==> src/common/sysclk_params.svh <==
// register offsets, field positions, reset values and timing counts for the clock source block
`ifndef SYSCLK_PARAMS_SVH
`define SYSCLK_PARAMS_SVH
`define SYSCLK_OFS_TRIM 4'h0
`define SYSCLK_OFS_DIV 4'h4
`define SYSCLK_OFS_SRC 4'h8
`define SYSCLK_OFS_STAT 4'hC
`define SYSCLK_TRIM_MSB 6
`define SYSCLK_UNLOCK_BIT 7
`define SYSCLK_SEL_MSB 3
`define SYSCLK_SEL_RST_DIV1 4'h0
`define SYSCLK_SEL_RST_DIV8 4'h3
`define SYSCLK_SEL_MAX 4'h8
`define SYSCLK_UNLOCK_CYCLES 3'h4
`define SYSCLK_PD_START_CK 16'h0006
`define SYSCLK_RST_START_CK 16'h000E
`define SYSCLK_LONG_WAIT_4MS 4
`define SYSCLK_LONG_WAIT_64MS 64
`define SYSCLK_CLK_MHZ 100
`define SYSCLK_MS_CYCLES(ms) ((ms) * 1000 * `SYSCLK_CLK_MHZ)
`define SYSCLK_RESP_OKAY 2'h0
`define SYSCLK_RESP_SLVERR 2'h2
`endif

==> src/common/sysclk_pkg.sv <==
// types for the clock source and divider block
package sysclk_pkg;
    typedef enum logic [1:0] {SRC_EXT, SRC_RC48, SRC_RC96, SRC_LP128} sysclk_src_e;
    typedef enum logic [1:0] {ST_RESET_WAIT, ST_LONG_WAIT, ST_RUN, ST_WAKE_WAIT} sysclk_state_e;
    typedef struct packed {
        logic [1:0] source_select_fuse;
        logic [1:0] startup_time_fuse;
        logic initial_div8_fuse;
        logic [6:0] trim_factory;
    } sysclk_fuse_s;
    typedef struct packed {
        logic rc48_en;
        logic rc96_en;
        logic lp128_en;
        logic ext_en;
    } sysclk_osc_en_s;
endpackage

==> src/hdl/sysclk_ctrl.sv <==
// clock source selection, start-up delay, trim register and glitch-free power-of-two divider
`timescale 1ns/10ps
`include "sysclk_params.svh"

// Overview of operation
// - trim register bit 7 reads zero
// - trim value loaded from factory at reset
// - larger trim value raises oscillator frequency
// - fuse 00 selects external clock input
// - fuse 11 selects low-power 128 kHz oscillator
// - reset start-up delay from startup fuse; wake-up delay fixed at 6 source clocks
// - divided clock feeds all clock domains
// - unlock set only with other bits zero
// - unlock clears after four cycles or select write
// - unlock rewrite neither restarts nor clears
// - select written only during open unlock window
// - select resets to 0000 or 0011 by fuse
// - codes 0..8 divide 1..256, others reserved
// - any select value writable regardless of fuse
// - divider register bits 6..4 read zero
// - divider switches without glitch or overshoot
// - fuse 10 is 9.6 MHz, 01 is 4.8 MHz
module sysclk_ctrl
(
    input wire logic sys_clk_i,                      // 100 MHz system clock
    input wire logic reset_n_i,                      // synchronous reset, active low
    input wire sysclk_pkg::sysclk_fuse_s fuse_i,     // static fuse values
    input wire logic power_down_i,                   // sleep controller stops the source
    input wire logic ext_clock_in_i,                 // external clock pin
    input wire logic rc_clk_i,                       // calibrated rc oscillator output
    input wire logic lp128_clk_i,                    // low-power oscillator output
    input wire logic [3:0] s_axi_awaddr,             // write address
    input wire logic s_axi_awvalid,                  // write address valid
    output logic s_axi_awready,                      // write address ready
    input wire logic [31:0] s_axi_wdata,             // write data
    input wire logic [3:0] s_axi_wstrb,              // write strobes
    input wire logic s_axi_wvalid,                   // write data valid
    output logic s_axi_wready,                       // write data ready
    output logic [1:0] s_axi_bresp,                  // write response
    output logic s_axi_bvalid,                       // write response valid
    input wire logic s_axi_bready,                   // write response ready
    input wire logic [3:0] s_axi_araddr,             // read address
    input wire logic s_axi_arvalid,                  // read address valid
    output logic s_axi_arready,                      // read address ready
    output logic [31:0] s_axi_rdata,                 // read data
    output logic [1:0] s_axi_rresp,                  // read response
    output logic s_axi_rvalid,                       // read data valid
    input wire logic s_axi_rready,                   // read data ready
    output logic [6:0] trim_value_o,                 // trim to rc oscillator
    output logic rc_fast_o,                          // rc oscillator runs at 9.6 MHz
    output sysclk_pkg::sysclk_osc_en_s osc_en_o,     // oscillator enables
    output logic [8:0] div_tick_o,                   // one-hot divider factor
    output logic clk_gate_en_o,                      // system clock running
    output logic core_clk_en_o                       // divided enable for core, io, adc, flash
);
    localparam int MS4_CYC = `SYSCLK_MS_CYCLES(`SYSCLK_LONG_WAIT_4MS);
    localparam int MS64_CYC = `SYSCLK_MS_CYCLES(`SYSCLK_LONG_WAIT_64MS);

    sysclk_pkg::sysclk_fuse_s fuse_q;
    sysclk_pkg::sysclk_src_e src_q;
    sysclk_pkg::sysclk_state_e state_q;
    logic [2:0] sync_ext_q, sync_rc_q, sync_lp_q;
    logic src_edge;
    logic [15:0] ck_cnt_q;
    logic [23:0] ms_cnt_q;
    logic [6:0] trim_q;
    logic unlock_q;
    logic [2:0] unlock_cnt_q;
    logic [3:0] sel_q;
    logic [3:0] sel_act_q;
    logic [7:0] ripple_q;
    logic tick;
    logic reset_seen_q;
    logic aw_q, w_q;
    logic [3:0] awaddr_q;
    logic [31:0] wdata_q;
    logic [3:0] wstrb_q;
    logic wr_go, wr_trim, wr_div;
    logic [31:0] rd_mux;

    // fuses captured at reset only; changes after release are ignored
    always_ff @(posedge sys_clk_i)
    begin
        if (!reset_n_i)
            fuse_q <= fuse_i;
    end

    // follows the pins while reset is low, so the enables are right at the first running edge
    always_ff @(posedge sys_clk_i)
    begin
        unique case (reset_n_i ? fuse_q.source_select_fuse : fuse_i.source_select_fuse)
            2'h0: src_q <= sysclk_pkg::SRC_EXT;
            2'h1: src_q <= sysclk_pkg::SRC_RC48;
            2'h2: src_q <= sysclk_pkg::SRC_RC96;
            2'h3: src_q <= sysclk_pkg::SRC_LP128;
        endcase
    end

    assign rc_fast_o = (src_q == sysclk_pkg::SRC_RC96);
    assign osc_en_o.rc48_en = (src_q == sysclk_pkg::SRC_RC48) && !power_down_i;
    assign osc_en_o.rc96_en = (src_q == sysclk_pkg::SRC_RC96) && !power_down_i;
    assign osc_en_o.lp128_en = (src_q == sysclk_pkg::SRC_LP128) && !power_down_i;
    assign osc_en_o.ext_en = (src_q == sysclk_pkg::SRC_EXT) && !power_down_i;

    // source clocks are foreign; two flops, then the third stage is the edge reference
    always_ff @(posedge sys_clk_i)
    begin
        if (!reset_n_i)
        begin
            sync_ext_q <= 3'h0;
            sync_rc_q <= 3'h0;
            sync_lp_q <= 3'h0;
        end
        else
        begin
            sync_ext_q <= {sync_ext_q[1:0], ext_clock_in_i};
            sync_rc_q <= {sync_rc_q[1:0], rc_clk_i};
            sync_lp_q <= {sync_lp_q[1:0], lp128_clk_i};
        end
    end

    always_comb
    begin
        unique case (src_q)
            sysclk_pkg::SRC_EXT: src_edge = sync_ext_q[1] && !sync_ext_q[2];
            sysclk_pkg::SRC_LP128: src_edge = sync_lp_q[1] && !sync_lp_q[2];
            default: src_edge = sync_rc_q[1] && !sync_rc_q[2];
        endcase
    end

    // start-up: counted source clocks, then the real-time part in system cycles
    always_ff @(posedge sys_clk_i)
    begin
        if (!reset_n_i)
        begin
            state_q <= sysclk_pkg::ST_RESET_WAIT;
            ck_cnt_q <= 16'h0000;
            ms_cnt_q <= 24'h000000;
            reset_seen_q <= 1'b0;
        end
        else
            unique case (state_q)
                sysclk_pkg::ST_RESET_WAIT:
                begin
                    if (src_edge)
                        ck_cnt_q <= ck_cnt_q + 16'h0001;
                    if (src_edge && ck_cnt_q == `SYSCLK_RST_START_CK - 16'h0001)
                    begin
                        ck_cnt_q <= 16'h0000;
                        unique case (fuse_q.startup_time_fuse)
                            2'h1:
                            begin
                                ms_cnt_q <= 24'(MS4_CYC - 1);
                                state_q <= sysclk_pkg::ST_LONG_WAIT;
                            end
                            2'h2:
                            begin
                                ms_cnt_q <= 24'(MS64_CYC - 1);
                                state_q <= sysclk_pkg::ST_LONG_WAIT;
                            end
                            default: state_q <= sysclk_pkg::ST_RUN; // reserved 11 treated as 00
                        endcase
                    end
                end
                sysclk_pkg::ST_LONG_WAIT:
                begin
                    ms_cnt_q <= ms_cnt_q - 24'h000001;
                    if (ms_cnt_q == 24'h000000)
                        state_q <= sysclk_pkg::ST_RUN;
                end
                sysclk_pkg::ST_RUN:
                begin
                    reset_seen_q <= 1'b1;
                    if (power_down_i)
                        state_q <= sysclk_pkg::ST_WAKE_WAIT;
                end
                sysclk_pkg::ST_WAKE_WAIT:
                begin
                    if (!power_down_i && src_edge)
                        ck_cnt_q <= ck_cnt_q + 16'h0001;
                    if (!power_down_i && src_edge && ck_cnt_q == `SYSCLK_PD_START_CK - 16'h0001)
                    begin
                        ck_cnt_q <= 16'h0000;
                        state_q <= sysclk_pkg::ST_RUN;
                    end
                end
            endcase
    end

    assign clk_gate_en_o = (state_q == sysclk_pkg::ST_RUN);

    // axi4-lite write: address and data captured independently
    assign s_axi_awready = !aw_q && !s_axi_bvalid;
    assign s_axi_wready = !w_q && !s_axi_bvalid;
    assign wr_go = aw_q && w_q && !s_axi_bvalid;

    always_ff @(posedge sys_clk_i)
    begin
        if (!reset_n_i)
        begin
            aw_q <= 1'b0;
            w_q <= 1'b0;
            awaddr_q <= 4'h0;
            wdata_q <= 32'h00000000;
            wstrb_q <= 4'h0;
            s_axi_bvalid <= 1'b0;
            s_axi_bresp <= `SYSCLK_RESP_OKAY;
        end
        else
        begin
            if (s_axi_awvalid && s_axi_awready)
            begin
                aw_q <= 1'b1;
                awaddr_q <= s_axi_awaddr;
            end
            if (s_axi_wvalid && s_axi_wready)
            begin
                w_q <= 1'b1;
                wdata_q <= s_axi_wdata;
                wstrb_q <= s_axi_wstrb;
            end
            if (wr_go)
            begin
                aw_q <= 1'b0;
                w_q <= 1'b0;
                s_axi_bvalid <= 1'b1;
                s_axi_bresp <= (awaddr_q == `SYSCLK_OFS_TRIM || awaddr_q == `SYSCLK_OFS_DIV ||
                                awaddr_q == `SYSCLK_OFS_SRC || awaddr_q == `SYSCLK_OFS_STAT)
                               ? `SYSCLK_RESP_OKAY : `SYSCLK_RESP_SLVERR;
            end
            else if (s_axi_bvalid && s_axi_bready)
                s_axi_bvalid <= 1'b0;
        end
    end

    // registers are one byte wide; only lane 0 writes them
    assign wr_trim = wr_go && awaddr_q == `SYSCLK_OFS_TRIM && wstrb_q[0];
    assign wr_div = wr_go && awaddr_q == `SYSCLK_OFS_DIV && wstrb_q[0];

    always_ff @(posedge sys_clk_i)
    begin
        if (!reset_n_i)
            trim_q <= 7'h00;
        else if (!reset_seen_q && state_q == sysclk_pkg::ST_RESET_WAIT)
            trim_q <= fuse_q.trim_factory;
        else if (wr_trim)
            trim_q <= wdata_q[`SYSCLK_TRIM_MSB:0];
    end

    assign trim_value_o = trim_q; // step size and ceiling are software's duty

    // unlock window: set by a clean unlock write, held for four cycles
    always_ff @(posedge sys_clk_i)
    begin
        if (!reset_n_i)
        begin
            unlock_q <= 1'b0;
            unlock_cnt_q <= 3'h0;
        end
        else if (wr_div && !wdata_q[`SYSCLK_UNLOCK_BIT] && unlock_q)
        begin
            unlock_q <= 1'b0;
            unlock_cnt_q <= 3'h0;
        end
        else if (unlock_q)
        begin
            unlock_cnt_q <= unlock_cnt_q + 3'h1;
            if (unlock_cnt_q == `SYSCLK_UNLOCK_CYCLES - 3'h1)
                unlock_q <= 1'b0;
        end
        else if (wr_div && wdata_q[7:0] == 8'h80)
        begin
            unlock_q <= 1'b1;
            unlock_cnt_q <= 3'h0;
        end
    end

    always_ff @(posedge sys_clk_i)
    begin
        if (!reset_n_i)
            sel_q <= `SYSCLK_SEL_RST_DIV1;
        else if (!reset_seen_q && state_q == sysclk_pkg::ST_RESET_WAIT)
            sel_q <= fuse_q.initial_div8_fuse ? `SYSCLK_SEL_RST_DIV1 : `SYSCLK_SEL_RST_DIV8;
        else if (wr_div && unlock_q && !wdata_q[`SYSCLK_UNLOCK_BIT])
            sel_q <= wdata_q[`SYSCLK_SEL_MSB:0];
    end

    // free-running ripple count; new setting taken only when old and new periods both end,
    // so no output pulse comes sooner than either setting would give
    always_ff @(posedge sys_clk_i)
    begin
        if (!reset_n_i)
            ripple_q <= 8'h00;
        else if (src_edge)
            ripple_q <= ripple_q + 8'h01;
    end

    function automatic logic period_end(input logic [3:0] s, input logic [7:0] r);
        logic [7:0] m;
        m = (s >= `SYSCLK_SEL_MAX) ? 8'hFF : 8'((9'h001 << s) - 9'h001);
        period_end = ((r & m) == m);
    endfunction

    always_ff @(posedge sys_clk_i)
    begin
        if (!reset_n_i)
            sel_act_q <= `SYSCLK_SEL_RST_DIV1;
        else if (src_edge && period_end(sel_act_q, ripple_q) && period_end(sel_q, ripple_q))
            sel_act_q <= (sel_q > `SYSCLK_SEL_MAX) ? `SYSCLK_SEL_MAX : sel_q;
    end

    assign tick = src_edge && period_end(sel_act_q, ripple_q);

    always_ff @(posedge sys_clk_i)
    begin
        if (!reset_n_i)
            core_clk_en_o <= 1'b0;
        else
            core_clk_en_o <= tick && clk_gate_en_o && !power_down_i;
    end

    assign div_tick_o = 9'(9'h001 << sel_act_q);

    // axi4-lite read
    always_comb
    begin
        unique case (s_axi_araddr)
            `SYSCLK_OFS_TRIM: rd_mux = {25'h0000000, trim_q};
            `SYSCLK_OFS_DIV: rd_mux = {24'h000000, unlock_q, 3'h0, sel_q};
            `SYSCLK_OFS_SRC: rd_mux = {27'h0000000, fuse_q.initial_div8_fuse, fuse_q.startup_time_fuse,
                                       fuse_q.source_select_fuse};
            `SYSCLK_OFS_STAT: rd_mux = {29'h00000000, rc_fast_o, state_q};
            default: rd_mux = 32'h00000000;
        endcase
    end

    assign s_axi_arready = !s_axi_rvalid;

    always_ff @(posedge sys_clk_i)
    begin
        if (!reset_n_i)
        begin
            s_axi_rvalid <= 1'b0;
            s_axi_rdata <= 32'h00000000;
            s_axi_rresp <= `SYSCLK_RESP_OKAY;
        end
        else if (s_axi_arvalid && s_axi_arready)
        begin
            s_axi_rvalid <= 1'b1;
            s_axi_rdata <= rd_mux;
            s_axi_rresp <= (s_axi_araddr == `SYSCLK_OFS_TRIM || s_axi_araddr == `SYSCLK_OFS_DIV ||
                            s_axi_araddr == `SYSCLK_OFS_SRC || s_axi_araddr == `SYSCLK_OFS_STAT)
                           ? `SYSCLK_RESP_OKAY : `SYSCLK_RESP_SLVERR;
        end
        else if (s_axi_rvalid && s_axi_rready)
            s_axi_rvalid <= 1'b0;
    end
endmodule

==> config.mk <==
export PLATFORM = sky130hd
export DESIGN_NAME = sysclk_ctrl
export DESIGN_NICKNAME = d
export VERILOG_FILES = /design/src/common/sysclk_pkg.sv /design/src/hdl/sysclk_ctrl.sv
export VERILOG_INCLUDE_DIRS = /design/src /design/src/common
export SDC_FILE = /design/constraint.sdc
export NUM_CORES = 1
export LEC_CHECK = 0
export BUFFER_PORTS_ARGS = -buffer_cell sky130_fd_sc_hd__buf_2
export CORE_ASPECT_RATIO = 1.75
export CORE_UTILIZATION = 57
export CTS_BUF_LIST = sky130_fd_sc_hd__clkbuf_2
export CTS_CLUSTER_SIZE = 25
export DETAILED_ROUTE_END_ITERATION = 6
export HOLD_SLACK_MARGIN = 0.1
export PLACE_DENSITY = 0.83
export SYNTH_ARGS = -nofsm -noshare
export SYNTH_HDL_FRONTEND = slang
export SYNTH_SLANG_ARGS = --single-unit
==> constraint.sdc <==
create_clock -name sys_clk_i -period 3 [get_ports sys_clk_i]
set_input_delay 0.6 -clock sys_clk_i [delete_from_list [all_inputs] [get_ports sys_clk_i]]
set_output_delay 0.6 -clock sys_clk_i [all_outputs]
set_load 0.02 [all_outputs]
; Word level (Yosys, flattened, before mapping)
; Index checks and enable logic that the tools add are counted.
[word_totals]
ff_bits = 147
input_bits = 67
output_inout_bits = 64
word_cells = 178
[classes]
addsub = 6
n_lt_le_gt_ge = 3
eq_ne = 30
shift = 2
n_mux = 37
bitwise_logic = 3
n_reduce_logical = 68
[op_table]
columns = operator, n
row1 = case mux 24 bit (2 select lines), 2
row2 = 2-to-1 mux 16 bit, 4
row3 = logical AND 1 bit, 33
row4 = case mux 16 bit (2 select lines), 1
row5 = case mux 8 bit (4 select lines), 1
row6 = logical NOT 24 bit, 1
row7 = 2-to-1 mux 24 bit, 1
row8 = subtractor 24 x 1 -> 24 bit (second input constant), 1
row9 = 2-to-1 mux 2 bit, 9
row10 = adder 16 x 1 -> 16 bit (second input constant), 1
row11 = bitwise AND 8 bit, 2
row12 = == test 16 x 3 -> 1 bit (second input constant), 1
row13 = == test 16 x 4 -> 1 bit (second input constant), 1
row14 = == test 4 bit (second input constant), 4
row15 = == test 8 bit, 2
row16 = 2-to-1 mux 8 bit, 2
row17 = case mux 2 bit (4 select lines), 2
row18 = subtractor 8 x 1 -> 8 bit (second input constant), 2
row19 = == test 2 bit (second input constant), 7
row20 = 2-to-1 mux 7 bit, 2
row21 = nonzero test 2 bit, 7
row22 = 2-to-1 mux 4 bit, 3
row23 = logical NOT 1 bit, 10
row24 = << shifter 1 x 4 -> 9 bit (first input constant), 1
row25 = 22 further kinds, 49

; Longest topological paths before layout
[depth]
ltp_word = 8
depth_mapped = 11
depth_no_buf = 9

; Worst setup path before layout
; Ideal clock, no wire load.
[synth_timing]
kind = flip-flop to flip-flop
from = reg sel_act_q[0]
to = reg sel_act_q[0]
setup_ns = 0.127
arrival_time_ns = 2.939
required_ns = 2.873
setup_slack_ns = -0.066
path_stages_with_launch = 10
path_buffers = 1
synth_period_minus_slack_ns = 3.066
path_cell_list = dfxtp_1 > buf_1 > nor4_1 > inv_1 > ha_1 > a31oi_1 > o21ai_0 > a2111oi_0 > nand4b_1 > mux2i_1
[synth_via]
elab_chain_len = 7
elab_cells_between_ends = 8
cone_classes = add/sub: 1 / order compare: 1 / eq/ne: 1 / shift: 1 / mux: 1 / bitwise: 1 / reduce/logical: 2
[synth_rtl]
columns = element, line_no
row1 = "start, declared", sysclk_ctrl.sv:70  ; logic [3:0] sel_act_q;
row2 = "start signal, assigned", sysclk_ctrl.sv:307  ; sel_act_q <= `SYSCLK_SEL_RST_DIV1;
row3 = "start signal, assigned", sysclk_ctrl.sv:309  ; sel_act_q <= (sel_q > `SYSCLK_SEL_MAX) ? `SYSCLK_SEL_MAX : sel_q;
row4 = << shifter 1 x 4 -> 9 bit (*), -
row5 = named net div_tick_o[0], sysclk_ctrl.sv:52  ; output logic [8:0] div_tick_o,
row6 = subtractor 8 x 1 -> 8 bit (*), sysclk_ctrl.sv:300  ; m = (s >= `SYSCLK_SEL_MAX) ? 8'hFF : 8'((9'h001 << s) - 9'h001);
row7 = 2-to-1 mux 8 bit (*), sysclk_ctrl.sv:300
row8 = bitwise AND 8 bit, sysclk_ctrl.sv:301  ; period_end = ((r & m) == m);
row9 = == test 8 bit (*), sysclk_ctrl.sv:301
row10 = logical AND 1 bit (*) (2 in series), sysclk_ctrl.sv:308  ; else if (src_edge && period_end(sel_act_q, ripple_q) && period_end(sel_q, ripple_q))
; Mark *: on every way through the listed nets, which the timed path passes. The rest lies on a longest branch.
; A chain may end at the register's enable or synchronous reset.

; Final worst setup path
[layout_timing]
from = reg state_q[1]
to = out clk_gate_en_o
[layout_via]
elab_chain_len = 1
[layout_rtl]
columns = element, line_no
row1 = "start, declared", sysclk_ctrl.sv:61  ; sysclk_pkg::sysclk_state_e state_q;
row2 = "start signal, assigned", sysclk_ctrl.sv:136  ; state_q <= sysclk_pkg::ST_RESET_WAIT;
row3 = "start signal, assigned", sysclk_ctrl.sv:154  ; state_q <= sysclk_pkg::ST_LONG_WAIT;
row4 = "start signal, assigned", sysclk_ctrl.sv:159  ; state_q <= sysclk_pkg::ST_LONG_WAIT;
row5 = == test 2 bit, sysclk_ctrl.sv:190  ; assign clk_gate_en_o = (state_q == sysclk_pkg::ST_RUN);
row6 = "end, declared", sysclk_ctrl.sv:53  ; output logic clk_gate_en_o,
; Every way passes these cells.

==> results by group <==
Yosys
  – EDFF count, synth: 12
  – Top cell type's share of synthesized area: 0.3610
  – Primary FF master, synth: dfxtp_1
  – Sequential area share after synthesis: 0.4206
  – Fraction of registers with async set/reset: 0
  – Cell area after synthesis: 0.006045 mm2
  – Synth unique cells: 62
  – Cells after Synth: 686
  – Largest area contributor in the netlist: dfxtp_1
  – Synthesized flop and latch total: roughly 120
  – Warnings, synthesis: 0
  – Top cells by area, synth: dfxtp_1 (36%), edfxtp_1 (6.0%), nor2_1 (4.8%)
  – Syn_area_per_cell: 8.811 um2

Clocking
  – Clock Tree Buf Depth: 2
  – Post-cts resize count: 0
  – CTS Buf Count: 17
  – Htree depth: 4
  – Root Buffer Master: clkbuf_2
  – Clk_lat worst skew: around 700 ps
  – Hold-fix buffer count after cts: 20
  – Post CTS Setup Buffer Count: 0
  – CTS tree: done
  – Num Clock Sinks: 121
  – Clk slew on worst S/H paths: 160 ps

Floorplan
  – Number of I/O pins: 131
  – # rows: slightly below 50
  – Initial Util: 0.5869
  – Core area: roughly 0.01 mm2
  – Chip width: 79.85 um
  – Die span in y: 138.2 um
  – Die Footprint: 0.01104 mm2

Timing
  – Final Hold Fails: 0
  – Max Clock Skew: 29.63 ps
  – Fmax: 368.6 MHz
  – Rel. slew slack: 0.5763
  – Final setup fails: 0
  – Min Tclk post-route: roughly 2700 ps
  – Worst Max-Slew Pin Slew: 630.7 ps
  – Slew Viols, Final: 0
  – Final critical-path share of the clock period: 0.9043
  – RSZ-0062 raised after global routing: false
  – Setup TNS: 0 ps

Detailed routing
  – DR WL met2: 8.166 mm
  – Drt pass-1 iters: 6
  – Drt initial violations: around 370
  – Final ANT Viol Nets: 0
  – # DRC: 0
  – Uppermost routed layer: met4
  – WL final: 14.74 mm
  – Met3 Wirelength: between 700 and 800 um
  – M1 wire length: ~5.4 mm
  – DR vias/cell: about 5.9
  – Via count: 5,430
  – Routed WL per cell: 16.04 um

Placed design
  – IO Port Bufs: 77
  – DP HPWL: about 10 mm
  – Post-DP Area: 0.006442 mm2
  – Gp weighted congestion: 0.8479

Worst setup path
  – Arrival @ worst endpoint: around 2100 ps
  – Critical path capture point type: primary output
  – CP Class: register to primary output
  – Worst Path Required: between 2000 and 2500 ps
  – Crit path max fanout: 14
  – Startpoint types: register

GRT
  – First-pass GRT wire length: approximately 24 mm
  – Total gr overflow: 0
  – GRT Overall Usage: 0.2773
  – Vias in the first global route: approximately 5,400
  – Initial antenna violation count: 1
  – Pin count of the biggest net entering global routing: 30

Power and ir drop
  – Leakage: 0.002924 uW
  – Power per cell area: 490.1 mW/mm2
  – VDD IR max: 0.4799 mV

Flow run
  – Max cap viols: 0

Cells and area
  – Share of cells above drive strength 1: 0.1745
  – P&R area growth vs syn: 15.57%
  – Final Cell Area: 0.006985 mm2
  – Final #Nets: between 800 and 900

Status
  – Status: completed

Hold path
  – Worst hold path type: input port to register
cells in the mapped netlist, types with 16 or more instances:
library cell,count
buf_4,27
nand3_1,20
nor3_1,23
mux2i_1,23
o21ai_0,19
a211oi_1,16
clkbuf_1,27
inv_1,26
nand2_1,53
nor2_1,77
a21oi_1,48
dfxtp_1,109
placed cells by master (no fill, tap or decap), drive strengths merged, types with 11 or more instances in the layout:
master	n
nor3	25
nand3	20
dfxtp	109
a211oi	17
xor2	13
nor4	11
ha	14
conb	26
edfxtp	12
nor2	77
a21oi	48
inv	27
and2	15
o21ai	20
and3	14
nand2	53
xnor2	12
clkbuf	19
dlygate4sd3	22
mux2i	23
nand4	11
buf	88
registers in the layout, summed over array words and instances (netlist names), 2 cells and up:
name,cells
awaddr_q,4
unlock_cnt_q,3
s_axi_rdata,8
src_q,2
state_q,2
sel_act_q,4
ck_cnt_q,16
sync_rc_q,3
ms_cnt_q,24
trim_value_o,7
fuse_q,12
sync_lp_q,3
ripple_q,8
wdata_q,8
sel_q,4
sync_ext_q,3
through the flow:
step	std cells	utilization	hold slack [ps]	worst slack [ps]	power, uW
after CTS	916	0.6760	100.3	293.0	3418
after detailed placement	864	0.6255	425.7	340.6	2086
after global routing	919	0.6782	107.0	111.9	3550
after floorplan	711	-	411.9	224.7	2009
after global placement	864	0.6255	427.6	345.3	2072
final	919	0.6782	133.9	287.0	3424
where the power goes:
part	internal, uW	total, uW	leakage [uW]	switching, uW
logic	142	352	0.00174	210
registers	1690	1730	0.00100	45.5
clock network	717	1340	0.000179	621
path summary, 6_finish.rpt:
path | start | end | slack, ps | cells past startpoint
worst max-delay path | state_q[1] | clk_gate_en_o | 290 | 3
worst min-delay path | s_axi_wdata[5] | wdata_q[5] | 130 | 3
worst max register to register | sel_act_q[3] | sel_act_q[1] | 320 | 8
worst min register to register | sync_rc_q[0] | sync_rc_q[1] | 460 | 1
routing by layer:
metal | vias up | GRT usage
li1 | 2576 | -
met1 | 2610 | 0.2699
met2 | 190 | 0.5232
met3 | 54 | 0.06337
met4 | 0 | 0.1391
met5 | - | 0
cell families after synthesis:
logic type	after synthesis	share of synthesized area
xor+xnor	25	0.03622
fa+ha+maj	14	0.02898
compound gates	127	0.1368
buf+inv	89	0.07328
flops	121	0.4206
simple gates	280	0.2486
other cells	1	0.0006204
mux	29	0.05485
worst max-delay path: stages (launching register included):
cell and delay (ps):
dfxtp_1 660, inv_1 220, nor2_1 320, buf_2 230
area by class of cell:
| class | instances | area (um2) |
|---|---|---|
| clock inverters | 13 | 225.2 |
| flip-flops and latches | 121 | 2542 |
| repair buffers | 110 | 700.7 |
| well taps | 127 | 158.9 |
| multi-input cells | 501 | 3159 |
| diodes | 1 | 2.502 |
| fillers | 813 | 3314 |
| inverters | 27 | 101.3 |
| clock buffers | 19 | 95.09 |
Note: power is estimated with default switching activity, not from simulation.
